==> src/rtl/shared_timer_pkg.sv <==
package shared_timer_pkg;

  // ==========================================================
  // register map (printed offsets 0x01, 0x0B, 0x81 are indices)
  // ==========================================================
  localparam logic [7:0] IDX_TIMER_COUNT   = 8'h01;
  localparam logic [7:0] IDX_INT_CONTROL   = 8'h0B;
  localparam logic [7:0] IDX_OPTION_CONFIG = 8'h81;
  localparam logic [7:0] IDX_WDOG_CLEAR    = 8'hC0;
  localparam logic [7:0] IDX_WDOG_COUNT    = 8'hC1;
  localparam logic [7:0] IDX_IRQ_STATUS    = 8'hC2;
  localparam logic [7:0] IDX_IRQ_MASK      = 8'hC3;

  // ==========================================================
  // option_config fields
  // ==========================================================
  localparam int         OPT_SOURCE_BIT  = 5;
  localparam int         OPT_EDGE_BIT    = 4;
  localparam int         OPT_ASSIGN_BIT  = 3;
  localparam int         OPT_RATIO_LSB   = 0;
  localparam logic [7:0] OPT_RESET       = 8'hFF;

  // ==========================================================
  // int_control fields
  // ==========================================================
  localparam int         INT_TOV_EN_BIT   = 5;
  localparam int         INT_TOV_FLAG_BIT = 2;
  localparam logic [7:0] INT_RESET        = 8'h00;

  // ==========================================================
  // irq status bits
  // ==========================================================
  localparam int         IRQ_TOV_BIT  = 0;
  localparam int         IRQ_WDOG_BIT = 1;
  localparam logic [1:0] IRQ_RESET    = 2'h0;

  // ==========================================================
  // timing
  // ==========================================================
  localparam int         CLK_PERIOD_NS  = 5;
  localparam int         INSTR_CYC_NS   = 20;
  localparam int         QPHASES        = INSTR_CYC_NS / CLK_PERIOD_NS;
  localparam logic [1:0] Q2_PHASE       = 2'h1;
  localparam logic [1:0] Q4_PHASE       = 2'h3;
  localparam logic [1:0] INHIBIT_CYCLES = 2'h2;

endpackage : shared_timer_pkg

==> src/rtl/ahb_reg_slave.sv <==
`timescale 1ns/10ps
module ahb_reg_slave
  import shared_timer_pkg::*;
(
  input  wire logic        hclk,
  input  wire logic        hresetn,
  input  wire logic        ce,
  input  wire logic        hsel,
  input  wire logic [31:0] haddr,
  input  wire logic [1:0]  htrans,
  input  wire logic        hwrite,
  input  wire logic        hready,
  output logic             wr_en,
  output logic             rd_en,
  output logic [7:0]       idx,
  output logic             hreadyout,
  output logic             hresp
);

  logic       wr_q, wr_d;
  logic       rd_q, rd_d;
  logic [7:0] idx_q, idx_d;
  logic       take;

  always_comb begin
    take  = ce && hsel && hready && htrans[1] && (haddr[1:0] == 2'h0) && (haddr[31:10] == 22'h0);
    wr_d  = take && hwrite;
    rd_d  = take && !hwrite;
    idx_d = take ? haddr[9:2] : idx_q;
  end

  always_ff @(posedge hclk or negedge hresetn) begin
    if (!hresetn) begin
      wr_q  <= 1'b0;
      rd_q  <= 1'b0;
      idx_q <= 8'h00;
    end else if (ce) begin
      wr_q  <= wr_d;
      rd_q  <= rd_d;
      idx_q <= idx_d;
    end
  end

  assign wr_en     = wr_q && ce;
  assign rd_en     = rd_q;
  assign idx       = idx_q;
  assign hreadyout = 1'b1;
  assign hresp     = 1'b0;

endmodule : ahb_reg_slave

==> src/rtl/shared_prescaler.sv <==
`timescale 1ns/10ps
module shared_prescaler
  import shared_timer_pkg::*;
(
  input  wire logic       hclk,
  input  wire logic       hresetn,
  input  wire logic       ce,
  input  wire logic       tick,
  input  wire logic       clear,
  input  wire logic       bypass,
  input  wire logic [3:0] sel,
  output logic            out_tick
);

  // count is internal only: no read or load path exists
  logic [7:0] cnt_q, cnt_d;
  logic [7:0] nxt;
  logic [7:0] last;

  always_comb begin
    nxt      = cnt_q + 8'h01;
    last     = 8'((9'h001 << sel) - 9'h001);
    cnt_d    = cnt_q;
    out_tick = 1'b0;
    if (clear) begin
      cnt_d = 8'h00;
    end else if (tick) begin
      if (bypass) begin
        out_tick = 1'b1;
      end else begin
        // sel n divides by 2**n (by 256 for any sel above 8), restarting from zero
        cnt_d = nxt;
        out_tick = (cnt_q == last);
        if (out_tick) begin
          cnt_d = 8'h00;
        end
      end
    end
  end

  always_ff @(posedge hclk or negedge hresetn) begin
    if (!hresetn) begin
      cnt_q <= 8'h00;
    end else if (ce) begin
      cnt_q <= cnt_d;
    end
  end

  AST_PRESC_CLEAR: assert property (@(posedge hclk) disable iff (!hresetn)
    ce && clear |=> cnt_q == 8'h00) else $error("prescaler not cleared");

endmodule : shared_prescaler

==> src/rtl/shared_timer_prescaler.sv <==
// How it works
// - one prescaler, timer or watchdog only
// - prescaler count hidden, never loaded
// - owner and ratio from option bits 3:0
// - timer write clears prescaler when timer owns
// - watchdog clear resets watchdog, and prescaler when watchdog owns
// - timer write keeps assign and ratio
// - bit 5 picks external or instruction clock
// - bit 4 picks falling or rising edge
// - bit 3 set gives prescaler to watchdog
// - option bits read/write, reset to ones
// - overflow sets flag, enable bit masks
// - undivided internal mode counts each instruction cycle
// - timer write inhibits increments for two instruction cycles
// - prescaler output sampled at Q2 and Q4 when timer owns; watchdog takes it unsampled
//
// Register access over AHB-Lite is this design's own decision.
`timescale 1ns/10ps
module shared_timer_prescaler
  import shared_timer_pkg::*;
(
  input  wire logic        hclk,
  input  wire logic        hresetn,
  input  wire logic        ce,
  input  wire logic        hsel,
  input  wire logic [31:0] haddr,
  input  wire logic [1:0]  htrans,
  input  wire logic        hwrite,
  input  wire logic [2:0]  hsize,
  input  wire logic [2:0]  hburst,
  input  wire logic [3:0]  hprot,
  input  wire logic        hready,
  input  wire logic [31:0] hwdata,
  output logic [31:0]      hrdata,
  output logic             hreadyout,
  output logic             hresp,
  input  wire logic        ext_count_input,
  input  wire logic        watchdog_tick,
  output logic             irq,
  output logic             watchdog_timeout
);

  // ==========================================================
  // bus slave
  // ==========================================================
  logic       wr_en;
  logic [7:0] idx;
  logic       rd_take;
  logic [7:0] rd_idx;

  ahb_reg_slave u_bus (
    .hclk      (hclk),
    .hresetn   (hresetn),
    .ce        (ce),
    .hsel      (hsel),
    .haddr     (haddr),
    .htrans    (htrans),
    .hwrite    (hwrite),
    .hready    (hready),
    .wr_en     (wr_en),
    .rd_en     (),
    .idx       (idx),
    .hreadyout (hreadyout),
    .hresp     (hresp)
  );

  function automatic logic hit(input logic [7:0] a, input logic [7:0] r);
    hit = (a == r);
  endfunction

  // ==========================================================
  // state
  // ==========================================================
  typedef enum logic [3:0] {
    PH_Q1 = 4'b0001,
    PH_Q2 = 4'b0010,
    PH_Q3 = 4'b0100,
    PH_Q4 = 4'b1000
  } phase_e;

  phase_e     ph_q, ph_d;
  logic [7:0] opt_q, opt_d;
  logic [7:0] tmr_q, tmr_d;
  logic [7:0] intc_q, intc_d;
  logic [7:0] wdog_q, wdog_d;
  logic [1:0] sts_q, sts_d;
  logic [1:0] msk_q, msk_d;
  logic [1:0] inh_q, inh_d;
  logic       ext_q, ext_d;
  logic       samp_q, samp_d;
  logic       latch_q, latch_d;
  logic [31:0] rdata_q, rdata_d;

  logic       instr_tick;
  logic       wdt_own;
  logic       ext_edge;
  logic       src_tick;
  logic       timer_in;
  logic       wdog_in;
  logic       presc_out;
  logic       presc_clear;
  logic       presc_in;
  logic       presc_bypass;
  logic [3:0] presc_sel;
  logic       tmr_wr;
  logic       wdclr;
  logic       tmr_inc;
  logic       tov;
  logic       wdov;
  logic       sample_ph;

  // ==========================================================
  // phase sequencer and source select
  // ==========================================================
  always_comb begin
    case (ph_q)
      PH_Q1:   ph_d = PH_Q2;
      PH_Q2:   ph_d = PH_Q3;
      PH_Q3:   ph_d = PH_Q4;
      PH_Q4:   ph_d = PH_Q1;
      default: ph_d = PH_Q1;
    endcase
    instr_tick = (ph_q == PH_Q4);
    sample_ph  = (ph_q == PH_Q2) || (ph_q == PH_Q4);
    ext_d      = ext_count_input;
    // edge select: 1 = falling, 0 = rising
    ext_edge   = opt_q[OPT_EDGE_BIT] ? (ext_q && !ext_count_input)
                                     : (!ext_q && ext_count_input);
    src_tick   = opt_q[OPT_SOURCE_BIT] ? ext_edge : instr_tick;
    wdt_own    = opt_q[OPT_ASSIGN_BIT];
    tmr_wr     = wr_en && hit(idx, IDX_TIMER_COUNT);
    wdclr      = wr_en && hit(idx, IDX_WDOG_CLEAR);
    // the owner alone passes through the divider
    presc_in     = wdt_own ? watchdog_tick : src_tick;
    presc_bypass = wdt_own && (opt_q[2:0] == 3'h0);
    presc_sel    = wdt_own ? {1'b0, opt_q[2:0]} : ({1'b0, opt_q[2:0]} + 4'h1);
    presc_clear  = wdt_own ? wdclr : tmr_wr;
  end

  shared_prescaler u_presc (
    .hclk     (hclk),
    .hresetn  (hresetn),
    .ce       (ce),
    .tick     (presc_in),
    .clear    (presc_clear),
    .bypass   (presc_bypass),
    .sel      (presc_sel),
    .out_tick (presc_out)
  );

  // ==========================================================
  // sync of divider output, timer, watchdog, registers
  // ==========================================================
  always_comb begin
    // divider output held until Q2/Q4 sample
    latch_d  = (latch_q || (!wdt_own && presc_out)) && !sample_ph;
    samp_d   = sample_ph && (latch_q || (!wdt_own && presc_out));
    timer_in = wdt_own ? src_tick : samp_q;
    wdog_in  = wdt_own ? presc_out : watchdog_tick;
    tmr_inc  = timer_in && (inh_q == 2'h0);
    tov      = tmr_inc && (tmr_q == 8'hFF);
    wdov     = wdog_in && (wdog_q == 8'hFF) && !wdclr;

    tmr_d  = tmr_inc ? tmr_q + 8'h01 : tmr_q;
    inh_d  = (inh_q != 2'h0 && instr_tick) ? inh_q - 2'h1 : inh_q;
    opt_d  = opt_q;
    intc_d = intc_q;
    msk_d  = msk_q;
    sts_d  = sts_q;
    wdog_d = wdclr ? 8'h00 : (wdog_in ? wdog_q + 8'h01 : wdog_q);

    if (tmr_wr) begin
      tmr_d = hwdata[7:0];
      inh_d = INHIBIT_CYCLES;
    end
    if (wr_en && hit(idx, IDX_OPTION_CONFIG)) begin
      opt_d = hwdata[7:0];
    end
    if (wr_en && hit(idx, IDX_INT_CONTROL)) begin
      intc_d = hwdata[7:0];
    end
    if (wr_en && hit(idx, IDX_IRQ_MASK)) begin
      msk_d = hwdata[1:0];
    end
    if (wr_en && hit(idx, IDX_IRQ_STATUS)) begin
      sts_d = sts_q & ~hwdata[1:0];
    end
    // hardware set wins over software clear
    if (tov) begin
      intc_d[INT_TOV_FLAG_BIT] = 1'b1;
      sts_d[IRQ_TOV_BIT]       = 1'b1;
    end
    if (wdov) begin
      sts_d[IRQ_WDOG_BIT] = 1'b1;
    end

    // read decoded in the address phase so hrdata stands in the data phase
    rd_take = ce && hsel && hready && htrans[1] && !hwrite && (haddr[1:0] == 2'h0) && (haddr[31:10] == 22'h0);
    rd_idx  = haddr[9:2];
    rdata_d = rdata_q;
    if (rd_take) begin
      case (1'b1)
        hit(rd_idx, IDX_TIMER_COUNT):   rdata_d = {24'h0, tmr_q};
        hit(rd_idx, IDX_INT_CONTROL):   rdata_d = {24'h0, intc_q};
        hit(rd_idx, IDX_OPTION_CONFIG): rdata_d = {24'h0, opt_q};
        hit(rd_idx, IDX_WDOG_COUNT):    rdata_d = {24'h0, wdog_q};
        hit(rd_idx, IDX_IRQ_STATUS):    rdata_d = {30'h0, sts_q};
        hit(rd_idx, IDX_IRQ_MASK):      rdata_d = {30'h0, msk_q};
        default:                     rdata_d = 32'h0;
      endcase
    end
  end

  always_ff @(posedge hclk or negedge hresetn) begin
    if (!hresetn) begin
      ph_q    <= PH_Q1;
      opt_q   <= OPT_RESET;
      tmr_q   <= 8'h00;
      intc_q  <= INT_RESET;
      wdog_q  <= 8'h00;
      sts_q   <= IRQ_RESET;
      msk_q   <= IRQ_RESET;
      inh_q   <= 2'h0;
      ext_q   <= 1'b0;
      samp_q  <= 1'b0;
      latch_q <= 1'b0;
      rdata_q <= 32'h0;
    end else if (ce) begin
      ph_q    <= ph_d;
      opt_q   <= opt_d;
      tmr_q   <= tmr_d;
      intc_q  <= intc_d;
      wdog_q  <= wdog_d;
      sts_q   <= sts_d;
      msk_q   <= msk_d;
      inh_q   <= inh_d;
      ext_q   <= ext_d;
      samp_q  <= samp_d;
      latch_q <= latch_d;
      rdata_q <= rdata_d;
    end
  end

  // read data loaded at the address phase, held until the next read
  assign hrdata           = rdata_q;
  assign irq              = (|(sts_q & msk_q)) ||
                            (intc_q[INT_TOV_FLAG_BIT] && intc_q[INT_TOV_EN_BIT]);
  assign watchdog_timeout = sts_q[IRQ_WDOG_BIT];

  // ==========================================================
  // checks
  // ==========================================================
  AST_OPT_RESET: assert property (@(posedge hclk) $rose(hresetn) |-> opt_q == 8'hFF)
    else $error("option reset value wrong");
  AST_TMR_WR_KEEPS_OPT: assert property (@(posedge hclk) disable iff (!hresetn)
    ce && tmr_wr && !hit(idx, IDX_OPTION_CONFIG) |=> $stable(opt_q)) else $error("option changed by timer write");
  AST_TMR_WR_CLEARS: assert property (@(posedge hclk) disable iff (!hresetn)
    ce && tmr_wr && !wdt_own |-> presc_clear) else $error("timer write left prescaler");
  AST_WDCLR: assert property (@(posedge hclk) disable iff (!hresetn)
    ce && wdclr |=> wdog_q == 8'h00) else $error("watchdog not cleared");
  AST_INHIBIT: assert property (@(posedge hclk) disable iff (!hresetn)
    ce && tmr_wr |=> inh_q == 2'h2) else $error("inhibit not armed");
  AST_NO_INC_INHIBIT: assert property (@(posedge hclk) disable iff (!hresetn)
    inh_q != 2'h0 |-> !tmr_inc) else $error("timer ran while inhibited");
  AST_OVF_FLAG: assert property (@(posedge hclk) disable iff (!hresetn)
    ce && tov |=> intc_q[INT_TOV_FLAG_BIT] && tmr_q == 8'h00) else $error("overflow flag missed");
  AST_SAMPLE_PHASE: assert property (@(posedge hclk) disable iff (!hresetn)
    ce && samp_d |-> sample_ph) else $error("sampled outside Q2/Q4");
  AST_ONE_OWNER: assert property (@(posedge hclk) disable iff (!hresetn)
    wdt_own |-> timer_in == src_tick) else $error("timer divided while watchdog owns");
  COV_OVF:   cover property (@(posedge hclk) disable iff (!hresetn) tov);
  COV_WDCLR: cover property (@(posedge hclk) disable iff (!hresetn) wdclr && wdt_own);
  COV_EXT:   cover property (@(posedge hclk) disable iff (!hresetn) opt_q[OPT_SOURCE_BIT] && tmr_inc);

endmodule : shared_timer_prescaler

==> config.mk <==
export PLATFORM = sky130hd
export DESIGN_NAME = shared_timer_prescaler
export DESIGN_NICKNAME = d
export VERILOG_FILES = /design/src/rtl/shared_timer_pkg.sv /design/src/rtl/ahb_reg_slave.sv /design/src/rtl/shared_prescaler.sv /design/src/rtl/shared_timer_prescaler.sv
export SDC_FILE = /design/constraint.sdc
export NUM_CORES = 1
export LEC_CHECK = 0
export BUFFER_PORTS_ARGS = -buffer_cell sky130_fd_sc_hd__buf_2
export CORE_MARGIN = 5
export CORE_UTILIZATION = 40
export DETAILED_ROUTE_END_ITERATION = 10
export SLEW_MARGIN = 0
export SYNTH_ARGS = -nofsm -noshare
export SYNTH_HDL_FRONTEND = slang
export SYNTH_SLANG_ARGS = --single-unit
==> constraint.sdc <==
create_clock -name hclk -period 6.5 [get_ports hclk]
set_input_delay 0.65 -clock hclk [delete_from_list [all_inputs] [get_ports hclk]]
set_output_delay 0.65 -clock hclk [all_outputs]
set_load 0.005 [all_outputs]
==> results_dict.tcl <==
set metrics [dict create \
    cts.sink_count 70 \
    io_pins 120 \
    hold_slack_ns 0.492 \
    tightest_slew_ns 1.11 \
    critPathRequiredTime_ns 6.71 \
    cell_chain_critical_path "inv_1 -> ha_1 -> nor3b_2 -> a21oi_1 -> ha_1 -> xnor2_1 -> nor2_1 -> a21oi_1 -> nor4b_2 -> and4_1 -> o2111ai_2 -> mux2i_1" \
    grt-ovfl-total 0 \
    first_pass_grt_wire_length_mm 19.9 \
    routed_via_density 5.73 \
    ys_ff_latch 70 \
    drt-wirelength-per-cell_um 17.1 \
    synth_top_cells_by_area "sky130_fd_sc_hd__dfrtp_1, sky130_fd_sc_hd__mux2_2, sky130_fd_sc_hd__dfstp_2, sky130_fd_sc_hd__buf_4, sky130_fd_sc_hd__nand2_1" \
    final_layout_size_suffix_gt1_frac 0.236 \
    cp_top_family "simple AND/OR/NAND/NOR gates" \
    routed-via-count 4143 \
    number_of_failing_hold_endpoints_at_the_final_stage 0 \
    ctsHtreeMaxLevel 3 \
    cts.root.buffer_cell "sky130_fd_sc_hd__clkbuf_16" \
    dr.pass1.iters 4 \
    path_buf_inv 1 \
    synth_enable_flop_cells 0 \
    antenna_violating_nets_post_route 0 \
    post_synth_most_frequent_cells "sky130_fd_sc_hd__dfrtp_1, sky130_fd_sc_hd__nand2_1, sky130_fd_sc_hd__o21ai_0" \
    cts_max_path_buffers 2 \
    cp_slowest_cell "sky130_fd_sc_hd__dfstp_2" \
    final_min_period_over_clock_period 0.619 \
    critical_path.max_fanout 22 \
    setup_violations 0 \
    antenna_found_initial 0 \
    finalWeightedCongestion 0.835 \
    n_antenna_cell 0 \
    criticalPathCategory "reg -> reg" \
    synth_area_per_cell_um2 9.19 \
    synth_seq_area_share 0.363 \
    drv_cap 0 \
    chipHeight_um 120 \
    irDropWorstVdd_mv 0.118 \
    postSynth.topFlopCell "sky130_fd_sc_hd__dfrtp_1" \
    yosys_warnings 0 \
    yosys.area.top_type_share 0.315 \
    filler_cell_count 1164 \
    cts_inserted_buffers 9 \
    core.rowCount 40 \
    grt_met1_use 0.237 \
    areaGrowthSynthToFinish_pct 10.9 \
    grt_util_all_layers 0.170 \
    die_w_um 120 \
    critPathMaxStageDelay_ns 0.80 \
    totalWireLength_mm 12.3 \
    detailedPlacementHpwl_mm 8.99 \
    cts.reportedPaths.clkPinSlew_ns 0.06 \
    finClkSkew_ns 0.00802 \
    grt_max_degree 71 \
    static-leakage-power_nw 2.38 \
    cellPowerDensity_nw_per_um2 217 \
    layout.nets 662 \
    groute.layer.met3.usage 0.0217 \
    worstPathArrival_ns 4.24 \
    cts_tree "done" \
    rsz0062_at_grt "false" \
    fin_crit_ns 4.03 \
    multi_input_comb_area_um2 2790 \
    critPathLaunchType "register" \
    slew_headroom 0.252 \
    ctsResizeCount 0 \
    postCtsSetupRepairBufs 0 \
    drc_errors_left 0 \
    syn-cell-area_um2 4850 \
    synth_async_sr_flop_share 1.00 \
    drt_iter0_markers 321 \
    netlist-cell-type-count 80 \
    gr-max-usage-layer "met2" \
    post-synth-top-count-cell "sky130_fd_sc_hd__dfrtp_1" \
    holdCritPathClass "reg -> reg" \
    worst_setup_path_end_kind "register" \
    tns_ns 0 \
    sequential_cell_area_um2 1760 \
    synth_top_area_cell "sky130_fd_sc_hd__dfrtp_1" \
    timing_max_transition_violations_final 0 \
    result_of_the_run "completed" \
    use_met2 0.271 \
    core_region_area_um2 12000 \
    syn-instance-count 528 \
    vias_in_the_first_global_route 3850 \
    port_buffers 58 \
    clock.fmax_mhz 248 \
    clock_insertion_delay_worst_skew_ns 0.33 \
    floorplan.die_area_um2 14400 \
    initial_core_util 0.406 \
    postCtsHoldBufs 0 \
]
[final timing paths]
check	endpoint	start	slack (ns)	cells past startpoint
min in group asynchronous	ph_q[2]$_DFFE_PN0P_	hresetn	0.52	2
max in group asynchronous	u_bus.idx[0]$_DFFE_PN0P_	hresetn	5.39	2
min reg2reg	inh_q[0]$_DFFE_PN0P_	inh_q[0]$_DFFE_PN0P_	0.49	1
min	inh_q[0]$_DFFE_PN0P_	inh_q[0]$_DFFE_PN0P_	0.49	1
max reg2reg	wdog_q[4]$_DFFE_PN0P_	opt_q[0]$_DFFE_PN1P_	2.47	12
max	wdog_q[4]$_DFFE_PN0P_	opt_q[0]$_DFFE_PN1P_	2.47	12
[layout by cell type (no fill, tap or decap), types with 4 or more instances in the layout]
master / instances
sky130_fd_sc_hd__clkbuf_16: 9
sky130_fd_sc_hd__nand3_1: 20
sky130_fd_sc_hd__o21ai_0: 29
sky130_fd_sc_hd__a22oi_1: 13
sky130_fd_sc_hd__nand2b_1: 10
sky130_fd_sc_hd__buf_2: 58
sky130_fd_sc_hd__mux2i_1: 11
sky130_fd_sc_hd__conb_1: 26
sky130_fd_sc_hd__a21oi_1: 23
sky130_fd_sc_hd__mux2_2: 28
sky130_fd_sc_hd__a31oi_1: 11
sky130_fd_sc_hd__nand4b_1: 6
sky130_fd_sc_hd__o211ai_1: 6
sky130_fd_sc_hd__a211oi_1: 4
sky130_fd_sc_hd__and2_1: 9
sky130_fd_sc_hd__o211a_1: 4
sky130_fd_sc_hd__dfrtp_1: 61
sky130_fd_sc_hd__nand4_1: 11
sky130_fd_sc_hd__ha_1: 7
sky130_fd_sc_hd__nand2_1: 49
sky130_fd_sc_hd__nor3_1: 13
sky130_fd_sc_hd__nor2b_1: 9
sky130_fd_sc_hd__nor2_1: 26
sky130_fd_sc_hd__nor3b_1: 6
sky130_fd_sc_hd__inv_1: 16
sky130_fd_sc_hd__dfstp_2: 9
sky130_fd_sc_hd__nor4_1: 9
sky130_fd_sc_hd__xnor2_1: 6
[state kept, by name, summed over array words and instances (netlist names), 2 cells and up]
register       flops
tmr_q              8
wdog_q             8
opt_q              8
u_bus.idx          8
inh_q              2
u_presc.cnt_q      8
hrdata             8
intc_q             8
msk_q              2
ph_q               4
sts_q              2
[report_power, final]
group / leakage [nW] / switching [W] / internal (W)
sequential: 0.881 / 0.0000532 / 0.000474
clock: 0.136 / 0.000191 / 0.000269
combinational: 1.36 / 0.0000925 / 0.0000874
total: 2.38 / 0.000337 / 0.000830
[per-stage QoR]
step           std cells   util  power, W  worst slack (ns)  instance area [um^2]
3_5_place_dp         707  0.427  0.000713              2.52                  5110
2_1_floorplan        552      -  0.000661              2.84                  4940
5_1_grt              723  0.450   0.00122              2.20                  5380
4_1_cts              723  0.450   0.00117              2.49                  5380
6_report             723  0.450   0.00117              2.47                  5380
3_3_place_gp         707  0.427  0.000703              2.51                  5110
[routing by layer]
metal	wire length (um)	vias up	share of wire
li1	-	1995	-
met1	5730	2028	0.46
met2	5940	104	0.48
met3	526	16	0.043
met4	161	0	0.013
met5	0	-	0
[kinds of logic after synthesis]
| kind of cell | after synthesis | share of synthesized area |
|---|---|---|
| DFF | 70 | 0.363 |
| and+or+nand+nor | 210 | 0.255 |
| xor gates and xnor gates | 8 | 0.0144 |
| buffers and inverters | 68 | 0.0807 |
| muxes | 39 | 0.0877 |
| adders and majority gates | 7 | 0.0180 |
| AOI/OAI and AO/OA | 124 | 0.179 |
| other | 2 | 0.00155 |
[cell type report]
class                           count  area share
Clock buffer                       11      0.0451
Clock inverter                      5     0.00651
Inverter                           16      0.0112
Multi-Input combinational cell    414       0.519
Sequential cell                    70       0.327
Tap cell                          147      0.0342
Timing Repair Buffer               60      0.0567
Power figures use the tool's default switching activity.
